## src/pll_hold_pkg.sv

```systemverilog
// constants, field layouts and carriers for the pll holdover control bits
// assumes a register write/read port driven by the serial control port logic
// Operation
// [RL1] status readback disable bit set stops automatic refresh of the pll status register
// [RL2] comparator bit set: holdover uses measured lock pin voltage as prior lock
// [RL3] comparator bit clear: lock pin voltage ignored, prior lock taken as true
// [RL4] comparator output offered to reference watch and status pins when enabled
// [RL5] external holdover bit set: hold request pin controls holdover, internal disabled
// [RL6] internal holdover enabled only while holdover enable bit set; clear at reset
// [RL7] two-bit field selects channel divider 0 to 3 for external zero-delay feedback
// [RL8] doubler enable bit turns on reference clock doubler; clear at reset
package pll_hold_pkg;
   localparam logic [9:0] PLL_HOLD_OFS = 10'h01D;
   localparam logic [9:0] ZD_FB_OFS = 10'h01E;
   localparam logic [9:0] STATUS_OFS = 10'h01F;
   localparam logic [7:0] PLL_HOLD_RST = 8'h00;
   localparam logic [7:0] ZD_FB_RST = 8'h00;
   localparam int HOLD_EN_BIT = 0;
   localparam int EXT_HOLD_BIT = 1;
   localparam int LD_CMP_BIT = 3;
   localparam int STAT_DIS_BIT = 4;
   localparam int DOUBLER_BIT = 5;
   localparam int FB_SEL_LO = 3;
   localparam logic [7:0] PLL_HOLD_MASK = 8'hFB;
   localparam logic [7:0] ZD_FB_MASK = 8'h1F;

   typedef struct packed {
      logic hold_en;
      logic ext_hold;
      logic ld_cmp_en;
      logic stat_dis;
      logic doubler_en;
      logic [1:0] fb_sel;
   } cfg_s;

   typedef enum logic [1:0] {
      HOLD_AUTO = 2'b01,
      HOLD_EXT = 2'b10
   } hold_src_e;
endpackage

```

## src/status_snap.sv

```systemverilog
// pll status register snapshot, refreshed each cycle unless frozen
// assumes live status bits are synchronous to mclk
module status_snap #(
   parameter int W = 8
) (
   input wire logic mclk,
   input wire logic srst,
   input wire logic freeze,
   input wire logic [W-1:0] live,
   output logic [W-1:0] snap
);
   logic [W-1:0] snap_ff;
   logic [W-1:0] nxt_snap;

   // hold value while freeze is high
   always_comb
   begin
      nxt_snap = freeze ? snap_ff : live; // see [RL1]
   end

   always_ff @(posedge mclk)
   begin
      if (srst)
         snap_ff <= '0;
      else
         snap_ff <= nxt_snap;
   end

   assign snap = snap_ff;
endmodule

```

## src/pll_holdover_config_bits.sv

```systemverilog
// configuration bits for doubler, status refresh, holdover and zero-delay feedback
// assumes reg_wr/reg_rd strobes and address from the serial port, all on mclk
module pll_holdover_config_bits (
   input wire logic mclk,
   input wire logic srst,
   input wire logic reg_wr,
   input wire logic reg_rd,
   input wire logic [9:0] reg_addr,
   input wire logic [7:0] reg_wdata,
   output logic [7:0] reg_rdata,
   input wire logic [7:0] pll_status_live,
   input wire logic lock_indicator_pin_cmp,
   input wire logic auto_hold_req,
   input wire logic hold_request_pin,
   output logic doubler_on,
   output logic prev_locked,
   output logic cmp_monitor_valid,
   output logic cmp_monitor,
   output logic holdover_enable,
   output logic holdover_request,
   output pll_hold_pkg::hold_src_e hold_src,
   output logic [1:0] fb_divider_sel,
   output pll_hold_pkg::cfg_s cfg
);
   logic [7:0] hold_reg_ff;
   logic [7:0] nxt_hold_reg;
   logic [7:0] zd_reg_ff;
   logic [7:0] nxt_zd_reg;
   logic [7:0] rdata_ff;
   logic [7:0] nxt_rdata;
   logic [7:0] status_snap_q;

   // register writes, reserved bits stay zero
   always_comb
   begin
      nxt_hold_reg = hold_reg_ff;
      nxt_zd_reg = zd_reg_ff;
      if (reg_wr && reg_addr == pll_hold_pkg::PLL_HOLD_OFS)
         nxt_hold_reg = reg_wdata & pll_hold_pkg::PLL_HOLD_MASK;
      else if (reg_wr && reg_addr == pll_hold_pkg::ZD_FB_OFS)
         nxt_zd_reg = reg_wdata & pll_hold_pkg::ZD_FB_MASK;
   end

   // read data mux, unmapped reads zero
   always_comb
   begin
      nxt_rdata = rdata_ff;
      if (reg_rd)
      begin
         if (reg_addr == pll_hold_pkg::PLL_HOLD_OFS)
            nxt_rdata = hold_reg_ff;
         else if (reg_addr == pll_hold_pkg::ZD_FB_OFS)
            nxt_rdata = zd_reg_ff;
         else if (reg_addr == pll_hold_pkg::STATUS_OFS)
            nxt_rdata = status_snap_q;
         else
            nxt_rdata = 8'h00;
      end
   end

   always_ff @(posedge mclk)
   begin
      if (srst)
      begin
         hold_reg_ff <= pll_hold_pkg::PLL_HOLD_RST; // see [RL6] see [RL8]
         zd_reg_ff <= pll_hold_pkg::ZD_FB_RST;
         rdata_ff <= 8'h00;
      end
      else
      begin
         hold_reg_ff <= nxt_hold_reg;
         zd_reg_ff <= nxt_zd_reg;
         rdata_ff <= nxt_rdata;
      end
   end

   assign reg_rdata = rdata_ff;

   // status register snapshot, frozen by the readback disable bit
   status_snap #(.W(8)) u_snap (
      .mclk(mclk),
      .srst(srst),
      .freeze(hold_reg_ff[pll_hold_pkg::STAT_DIS_BIT]), // see [RL1]
      .live(pll_status_live),
      .snap(status_snap_q)
   );

   // decoded configuration
   always_comb
   begin
      cfg.hold_en = hold_reg_ff[pll_hold_pkg::HOLD_EN_BIT];
      cfg.ext_hold = hold_reg_ff[pll_hold_pkg::EXT_HOLD_BIT];
      cfg.ld_cmp_en = hold_reg_ff[pll_hold_pkg::LD_CMP_BIT];
      cfg.stat_dis = hold_reg_ff[pll_hold_pkg::STAT_DIS_BIT];
      cfg.doubler_en = hold_reg_ff[pll_hold_pkg::DOUBLER_BIT];
      cfg.fb_sel = zd_reg_ff[pll_hold_pkg::FB_SEL_LO +: 2];
   end

   assign doubler_on = cfg.doubler_en; // see [RL8]
   assign fb_divider_sel = cfg.fb_sel; // see [RL7]
   assign holdover_enable = cfg.hold_en; // see [RL6]

   // prior-lock input: comparator or forced true
   assign prev_locked = cfg.ld_cmp_en ? lock_indicator_pin_cmp : 1'b1; // see [RL2] see [RL3]

   // comparator monitor toward reference watch and status pins
   assign cmp_monitor_valid = cfg.ld_cmp_en; // see [RL4]
   assign cmp_monitor = cfg.ld_cmp_en & lock_indicator_pin_cmp; // see [RL4]

   // holdover source and request
   assign hold_src = cfg.ext_hold ? pll_hold_pkg::HOLD_EXT : pll_hold_pkg::HOLD_AUTO; // see [RL5]
   assign holdover_request = cfg.ext_hold ? hold_request_pin
                           : (cfg.hold_en & auto_hold_req & prev_locked); // see [RL5] see [RL6]

   // write to holdover register lands next cycle
   wr_hold_a: assert property (@(posedge mclk) disable iff (srst) // see [RL6]
      reg_wr && reg_addr == pll_hold_pkg::PLL_HOLD_OFS |=>
      holdover_enable == $past(reg_wdata[0]))
      else $error("holdover enable not written");

   dbl_wr_a: assert property (@(posedge mclk) disable iff (srst) // see [RL8]
      reg_wr && reg_addr == pll_hold_pkg::PLL_HOLD_OFS |=>
      doubler_on == $past(reg_wdata[pll_hold_pkg::DOUBLER_BIT]))
      else $error("doubler enable not written");

   cmp_wr_a: assert property (@(posedge mclk) disable iff (srst) // see [RL2]
      reg_wr && reg_addr == pll_hold_pkg::PLL_HOLD_OFS |=>
      cfg.ld_cmp_en == $past(reg_wdata[pll_hold_pkg::LD_CMP_BIT]))
      else $error("comparator enable not written");

   ext_wr_a: assert property (@(posedge mclk) disable iff (srst) // see [RL5]
      reg_wr && reg_addr == pll_hold_pkg::PLL_HOLD_OFS |=>
      cfg.ext_hold == $past(reg_wdata[pll_hold_pkg::EXT_HOLD_BIT]))
      else $error("external holdover bit not written");

   stat_wr_a: assert property (@(posedge mclk) disable iff (srst) // see [RL1]
      reg_wr && reg_addr == pll_hold_pkg::PLL_HOLD_OFS |=>
      cfg.stat_dis == $past(reg_wdata[pll_hold_pkg::STAT_DIS_BIT]))
      else $error("readback disable bit not written");

   // registers keep their value between writes, reserved bits stay zero
   hold_keep_a: assert property (@(posedge mclk) disable iff (srst) // see [RL6]
      !(reg_wr && reg_addr == pll_hold_pkg::PLL_HOLD_OFS) |=> $stable(hold_reg_ff))
      else $error("holdover register changed without write");

   fb_keep_a: assert property (@(posedge mclk) disable iff (srst) // see [RL7]
      !(reg_wr && reg_addr == pll_hold_pkg::ZD_FB_OFS) |=> $stable(fb_divider_sel))
      else $error("divider select changed without write");

   rsv_zero_a: assert property (@(posedge mclk) disable iff (srst) // see [RL7]
      hold_reg_ff[2] == 1'b0 && zd_reg_ff[7:5] == 3'h0)
      else $error("reserved bit set");

   // values after reset
   hold_rst_a: assert property (@(posedge mclk) // see [RL6]
      srst |=> hold_reg_ff == pll_hold_pkg::PLL_HOLD_RST
      && zd_reg_ff == pll_hold_pkg::ZD_FB_RST)
      else $error("register not cleared by reset");

   dbl_a: assert property (@(posedge mclk) // see [RL8]
      srst |=> !doubler_on)
      else $error("doubler on after reset");

   rdata_rst_a: assert property (@(posedge mclk) // see [RL1]
      srst |=> reg_rdata == 8'h00 && status_snap_q == 8'h00)
      else $error("read data or snapshot not cleared by reset");

   // read data follows the addressed register, old value on a same-cycle write
   rd_hold_a: assert property (@(posedge mclk) disable iff (srst) // see [RL6]
      reg_rd && reg_addr == pll_hold_pkg::PLL_HOLD_OFS |=> reg_rdata == $past(hold_reg_ff))
      else $error("holdover register read wrong");

   rd_zd_a: assert property (@(posedge mclk) disable iff (srst) // see [RL7]
      reg_rd && reg_addr == pll_hold_pkg::ZD_FB_OFS |=> reg_rdata == $past(zd_reg_ff))
      else $error("feedback register read wrong");

   rd_stat_a: assert property (@(posedge mclk) disable iff (srst) // see [RL1]
      reg_rd && reg_addr == pll_hold_pkg::STATUS_OFS |=> reg_rdata == $past(status_snap_q))
      else $error("status register read wrong");

   rd_keep_a: assert property (@(posedge mclk) disable iff (srst) // see [RL1]
      !reg_rd |=> $stable(reg_rdata))
      else $error("read data changed without read");

   rd_unmap_a: assert property (@(posedge mclk) disable iff (srst) // see [RL7]
      reg_rd && reg_addr != pll_hold_pkg::PLL_HOLD_OFS && reg_addr != pll_hold_pkg::ZD_FB_OFS
      && reg_addr != pll_hold_pkg::STATUS_OFS |=> reg_rdata == 8'h00)
      else $error("unmapped read not zero");

   // status refresh and freeze
   stat_freeze_a: assert property (@(posedge mclk) disable iff (srst) // see [RL1]
      hold_reg_ff[4] && $past(hold_reg_ff[4]) |-> $stable(status_snap_q))
      else $error("status refreshed while disabled");

   stat_live_a: assert property (@(posedge mclk) disable iff (srst) // see [RL1]
      !hold_reg_ff[4] |=> status_snap_q == $past(pll_status_live))
      else $error("status not refreshed");

   // lock comparator use and monitor
   cmp_used_a: assert property (@(posedge mclk) disable iff (srst) // see [RL2]
      cfg.ld_cmp_en |-> prev_locked == lock_indicator_pin_cmp)
      else $error("comparator not used");

   cmp_ignored_a: assert property (@(posedge mclk) disable iff (srst) // see [RL3]
      !cfg.ld_cmp_en |-> prev_locked)
      else $error("prior lock not forced true");

   cmp_mon_a: assert property (@(posedge mclk) disable iff (srst) // see [RL4]
      cmp_monitor_valid |-> cmp_monitor == lock_indicator_pin_cmp)
      else $error("monitor wrong");

   mon_off_a: assert property (@(posedge mclk) disable iff (srst) // see [RL4]
      !cmp_monitor_valid |-> !cmp_monitor)
      else $error("monitor active while comparator off");

   // holdover source and request
   ext_hold_a: assert property (@(posedge mclk) disable iff (srst) // see [RL5]
      cfg.ext_hold |-> holdover_request == hold_request_pin && hold_src == pll_hold_pkg::HOLD_EXT)
      else $error("external hold not followed");

   auto_src_a: assert property (@(posedge mclk) disable iff (srst) // see [RL5]
      !cfg.ext_hold |-> hold_src == pll_hold_pkg::HOLD_AUTO)
      else $error("automatic holdover source not selected");

   int_off_a: assert property (@(posedge mclk) disable iff (srst) // see [RL6]
      !cfg.ext_hold && !holdover_enable |-> !holdover_request)
      else $error("holdover while disabled");

   auto_gate_a: assert property (@(posedge mclk) disable iff (srst) // see [RL6]
      !cfg.ext_hold && holdover_enable && auto_hold_req && prev_locked |-> holdover_request)
      else $error("automatic holdover request lost");

   // feedback divider select
   fb_sel_a: assert property (@(posedge mclk) disable iff (srst) // see [RL7]
      reg_wr && reg_addr == pll_hold_pkg::ZD_FB_OFS |=> fb_divider_sel == $past(reg_wdata[4:3]))
      else $error("divider select wrong");
endmodule

```

## config.mk

```make
export PLATFORM = sky130hd
export DESIGN_NAME = pll_holdover_config_bits
export DESIGN_NICKNAME = d
export VERILOG_FILES = /design/src/pll_hold_pkg.sv /design/src/status_snap.sv /design/src/pll_holdover_config_bits.sv
export SDC_FILE = /design/constraint.sdc
export NUM_CORES = 1
export LEC_CHECK = 0
export BUFFER_PORTS_ARGS = -buffer_cell sky130_fd_sc_hd__buf_4
export CELL_PAD_IN_SITES_DETAIL_PLACEMENT = 0
export CELL_PAD_IN_SITES_GLOBAL_PLACEMENT = 1
export CORE_MARGIN = 1.5
export CORE_UTILIZATION = 30
export DETAILED_ROUTE_END_ITERATION = 10
export PLACE_DENSITY_LB_ADDON = 0.08
export SYNTH_ARGS = -nofsm -noshare
export SYNTH_HDL_FRONTEND = slang
export SYNTH_SLANG_ARGS = --single-unit
```

## constraint.sdc

```tcl
create_clock -name mclk -period 3.5 [get_ports mclk]
set_clock_uncertainty 0.2 [all_clocks]
set_input_delay 0.525 -clock mclk [delete_from_list [all_inputs] [get_ports mclk]]
set_output_delay 0.525 -clock mclk [all_outputs]
set_load 0.02 [all_outputs]
```

==> results.toml <==
[finish]
area_growth_pct = 34.3
num_antenna_cells = 0
stdcell_count = 232
layout_commonest_cell = "sky130_fd_sc_hd__buf_4"
filler_cell_count = 425
share_of_cells_above_drive_strength_1 = 0.385
final_nets = 216
multi_input_area_um2 = 631
final_design_area_no_fill_um2 = 1740
ff_latch_area_um2 = 561
final_cell_mix = "sky130_fd_sc_hd__buf_4, sky130_fd_sc_hd__dfxtp_1, sky130_fd_sc_hd__nor2_1, sky130_fd_sc_hd__mux2i_1, sky130_fd_sc_hd__a21oi_1"

[floorplanning]
floorplan.die_area_um2 = 4720
start_util = 0.317
chipWidth_um = 68.7
floorplan.core_area_um2 = 4090
dieHeight_um = 68.7
fp-row-count = 23
io_pins = 58

[clocking]
ctsHtreeMaxLevel = 1
hold_buffer_count_at_cts = 0
cts-buffers-inserted = 3
cts_post_setup_buffers_inserted = 0
worst_skew_pair.late_latency_ns = 0.27
cts-root-to-sink-buffers = 2
cts_resized = 0
tritoncts_num_sinks = 28
cts_root_buf = "sky130_fd_sc_hd__clkbuf_8"
worst_setup_hold_path_clk_slew_ns = 0.09
cts_tree = "built"

[grt]
grt_antenna_before_repair = 0
grt.total_usage = 0.137
globalRoute.busiestLayer = "met2"
grt_first_pass_wirelength_mm = 4.79
grt_pass1_vias = 960
grtUsageMet2 = 0.212
grt_util_met3 = 0.0292
met1_usage = 0.194
gr-total-overflow = 0
maximum_number_of_pins_on_one_net_before_global_route_repair = 27

[detailed_routing]
drt_drc_violations_left = 0
detail_route.first_pass.iterations = 4
route.vias.total = 1106
wl_per_cell_um = 14.0
drtIter0Drc = 49
vias_per_cell = 4.77
postRouteWirelength_mm = 3.24
detail-route-antenna-nets = 0

[status]
status = "finished clean"

[setup_path]
r2r_slack_ns = 2.10
critical_path_fanouts_max = 11
critical_path.slowest_cell = "sky130_fd_sc_hd__dfxtp_1"
timing.critical_path.max_delay_family = "flip-flops"
rr_worst_depth = 2
critical_path_class = "register to output port"
critical_path_rt_ns = 2.77
critPathArrivalTime_ns = 1.26
setup_crit_start_kind = "register"
timing.critical_path.buf_inv = 1
cell_by_cell_trace_of_the_critical_path = "buf_4"
cp-end-kind = "output port"
worst_path_largest_cell_delay_ns = 0.73
timing.critical_path.depth = 1

[logic_synthesis]
synth-seq-cells = 28
synth_cell_types = 22
synth.yosys.seq_area_share = 0.432
synth_largest_area_cell = "sky130_fd_sc_hd__dfxtp_1"
syn-num-nets = 171
netlist_area_um2 = 1300
synth_cells = 138
synth_area_leaders = "sky130_fd_sc_hd__dfxtp_1, sky130_fd_sc_hd__mux2i_1, sky130_fd_sc_hd__nor2_1"
ys.warnings.count = 0
netlist.area_leader.share = 0.432
synthesis.area_per_instance_um2 = 9.39

[timing]
final_min_period_over_clock_period = 0.567
period_minus_slack_ns = 1.99
fmax_mhz = 504
fin_setup_tns_ns = 0
grt_setup_unrepaired = "no"
slew_headroom = 0.580
timing_worst_slew_pin_value_ns = 0.630
holdWs_ns = 0.271
setup-violations-final = 0
hold_viol = 0
timing_max_transition_violations_final = 0

[hold_path]
min-delay-path-class = "register to register"
hold_path_depth = 2

[pwr]
p_seq_frac = 0.562
vdd_ir_drop_max_v = 0.000248
switch_share = 0.212
pwr-share-clk = 0.339
switchingPower_uw = 123
pwr-share-comb = 0.099
powerDensity_nw_per_um2 = 333
p_leak_nw = 0.843
intPower_uw = 457

[place]
dp.cells = 228
count_of_port_buffers_added_during_placement = 57
gpl.final_weighted_congestion = 0.748
place_hpwl_mm = 2.41
placed_cell_area_um2 = 1690

[run]
maximum_capacitance_violations = 0
cell usage after synthesis (all sizes together):
cell type	instances
and2	2
clkbuf	7
nand3b	1
nand2b	5
nand3	2
buf	10
o21ai	1
and4bb	1
mux2	4
nand4	6
o41ai	4
mux2i	20
nor3	4
nand2	6
inv	1
dfxtp	28
nor2	25
a21oi	8
nor2b	2
nor4b	1
layout make-up:
class,count,area share
clock buffers,4,0.0316
inverters,1,0.00216
multi-input cells,92,0.362
flip-flops and latches,28,0.322
well taps,50,0.0359
repair buffers,57,0.246
path summary, 6_finish.rpt:
path	startpoint	end
worst min register to register	reg_rdata[6]$_SDFFE_PP0P_	reg_rdata[6]$_SDFFE_PP0P_
worst max-delay path	hold_reg_ff[4]$_SDFFE_PP0P_	cfg[3]
worst max register to register	hold_reg_ff[4]$_SDFFE_PP0P_	reg_rdata[4]$_SDFFE_PP0P_
worst min-delay path	reg_rdata[6]$_SDFFE_PP0P_	reg_rdata[6]$_SDFFE_PP0P_
layer usage:
metal | wire length, um | part of all wire
met5 | 0 | 0
met4 | 27 | 0.0083
met3 | 222 | 0.068
met2 | 1460 | 0.45
met1 | 1530 | 0.47
flip-flops by register name (all words and copies together), names as in the netlist:
register and flops:
reg_rdata 8, u_snap.snap 8, hold_reg_ff 7, zd_reg_ff 5
per-stage QoR:
stage	power [mW]	worst slack [ns]	util
2_1_floorplan	0.356	1.43	-
3_3_place_gp	0.391	1.38	0.412
3_5_place_dp	0.391	1.35	0.412
4_1_cts	0.591	1.48	0.426
5_1_grt	0.609	1.43	0.426
6_report	0.580	1.51	0.426
tightest hold or removal path: stages, from the launching register on:
cell	delay, ns
sky130_fd_sc_hd__dfxtp_1	0.32
sky130_fd_sc_hd__nand2b_1	0.06
sky130_fd_sc_hd__a21oi_1	0.05
kinds of logic after synthesis:
kind of cell | after synthesis | share of synthesized area
AO/OA/AOI/OAI | 13 | 0.0618
flip-flops | 28 | 0.432
buffers and inverters | 18 | 0.0811
multiplexers | 24 | 0.189
AND/OR/NAND/NOR | 55 | 0.236
power groups by stage:
stage / logic (mW) / clock network (mW) / registers, mW
6_report: 0.0573 / 0.197 / 0.326
5_1_grt: 0.0631 / 0.219 / 0.327
4_1_cts: 0.0583 / 0.207 / 0.326
3_5_place_dp: 0.0579 / 0 / 0.333
3_3_place_gp: 0.0575 / 0 / 0.333
2_1_floorplan: 0.0232 / 0 / 0.333
Note: power is estimated with default switching activity, not from simulation.
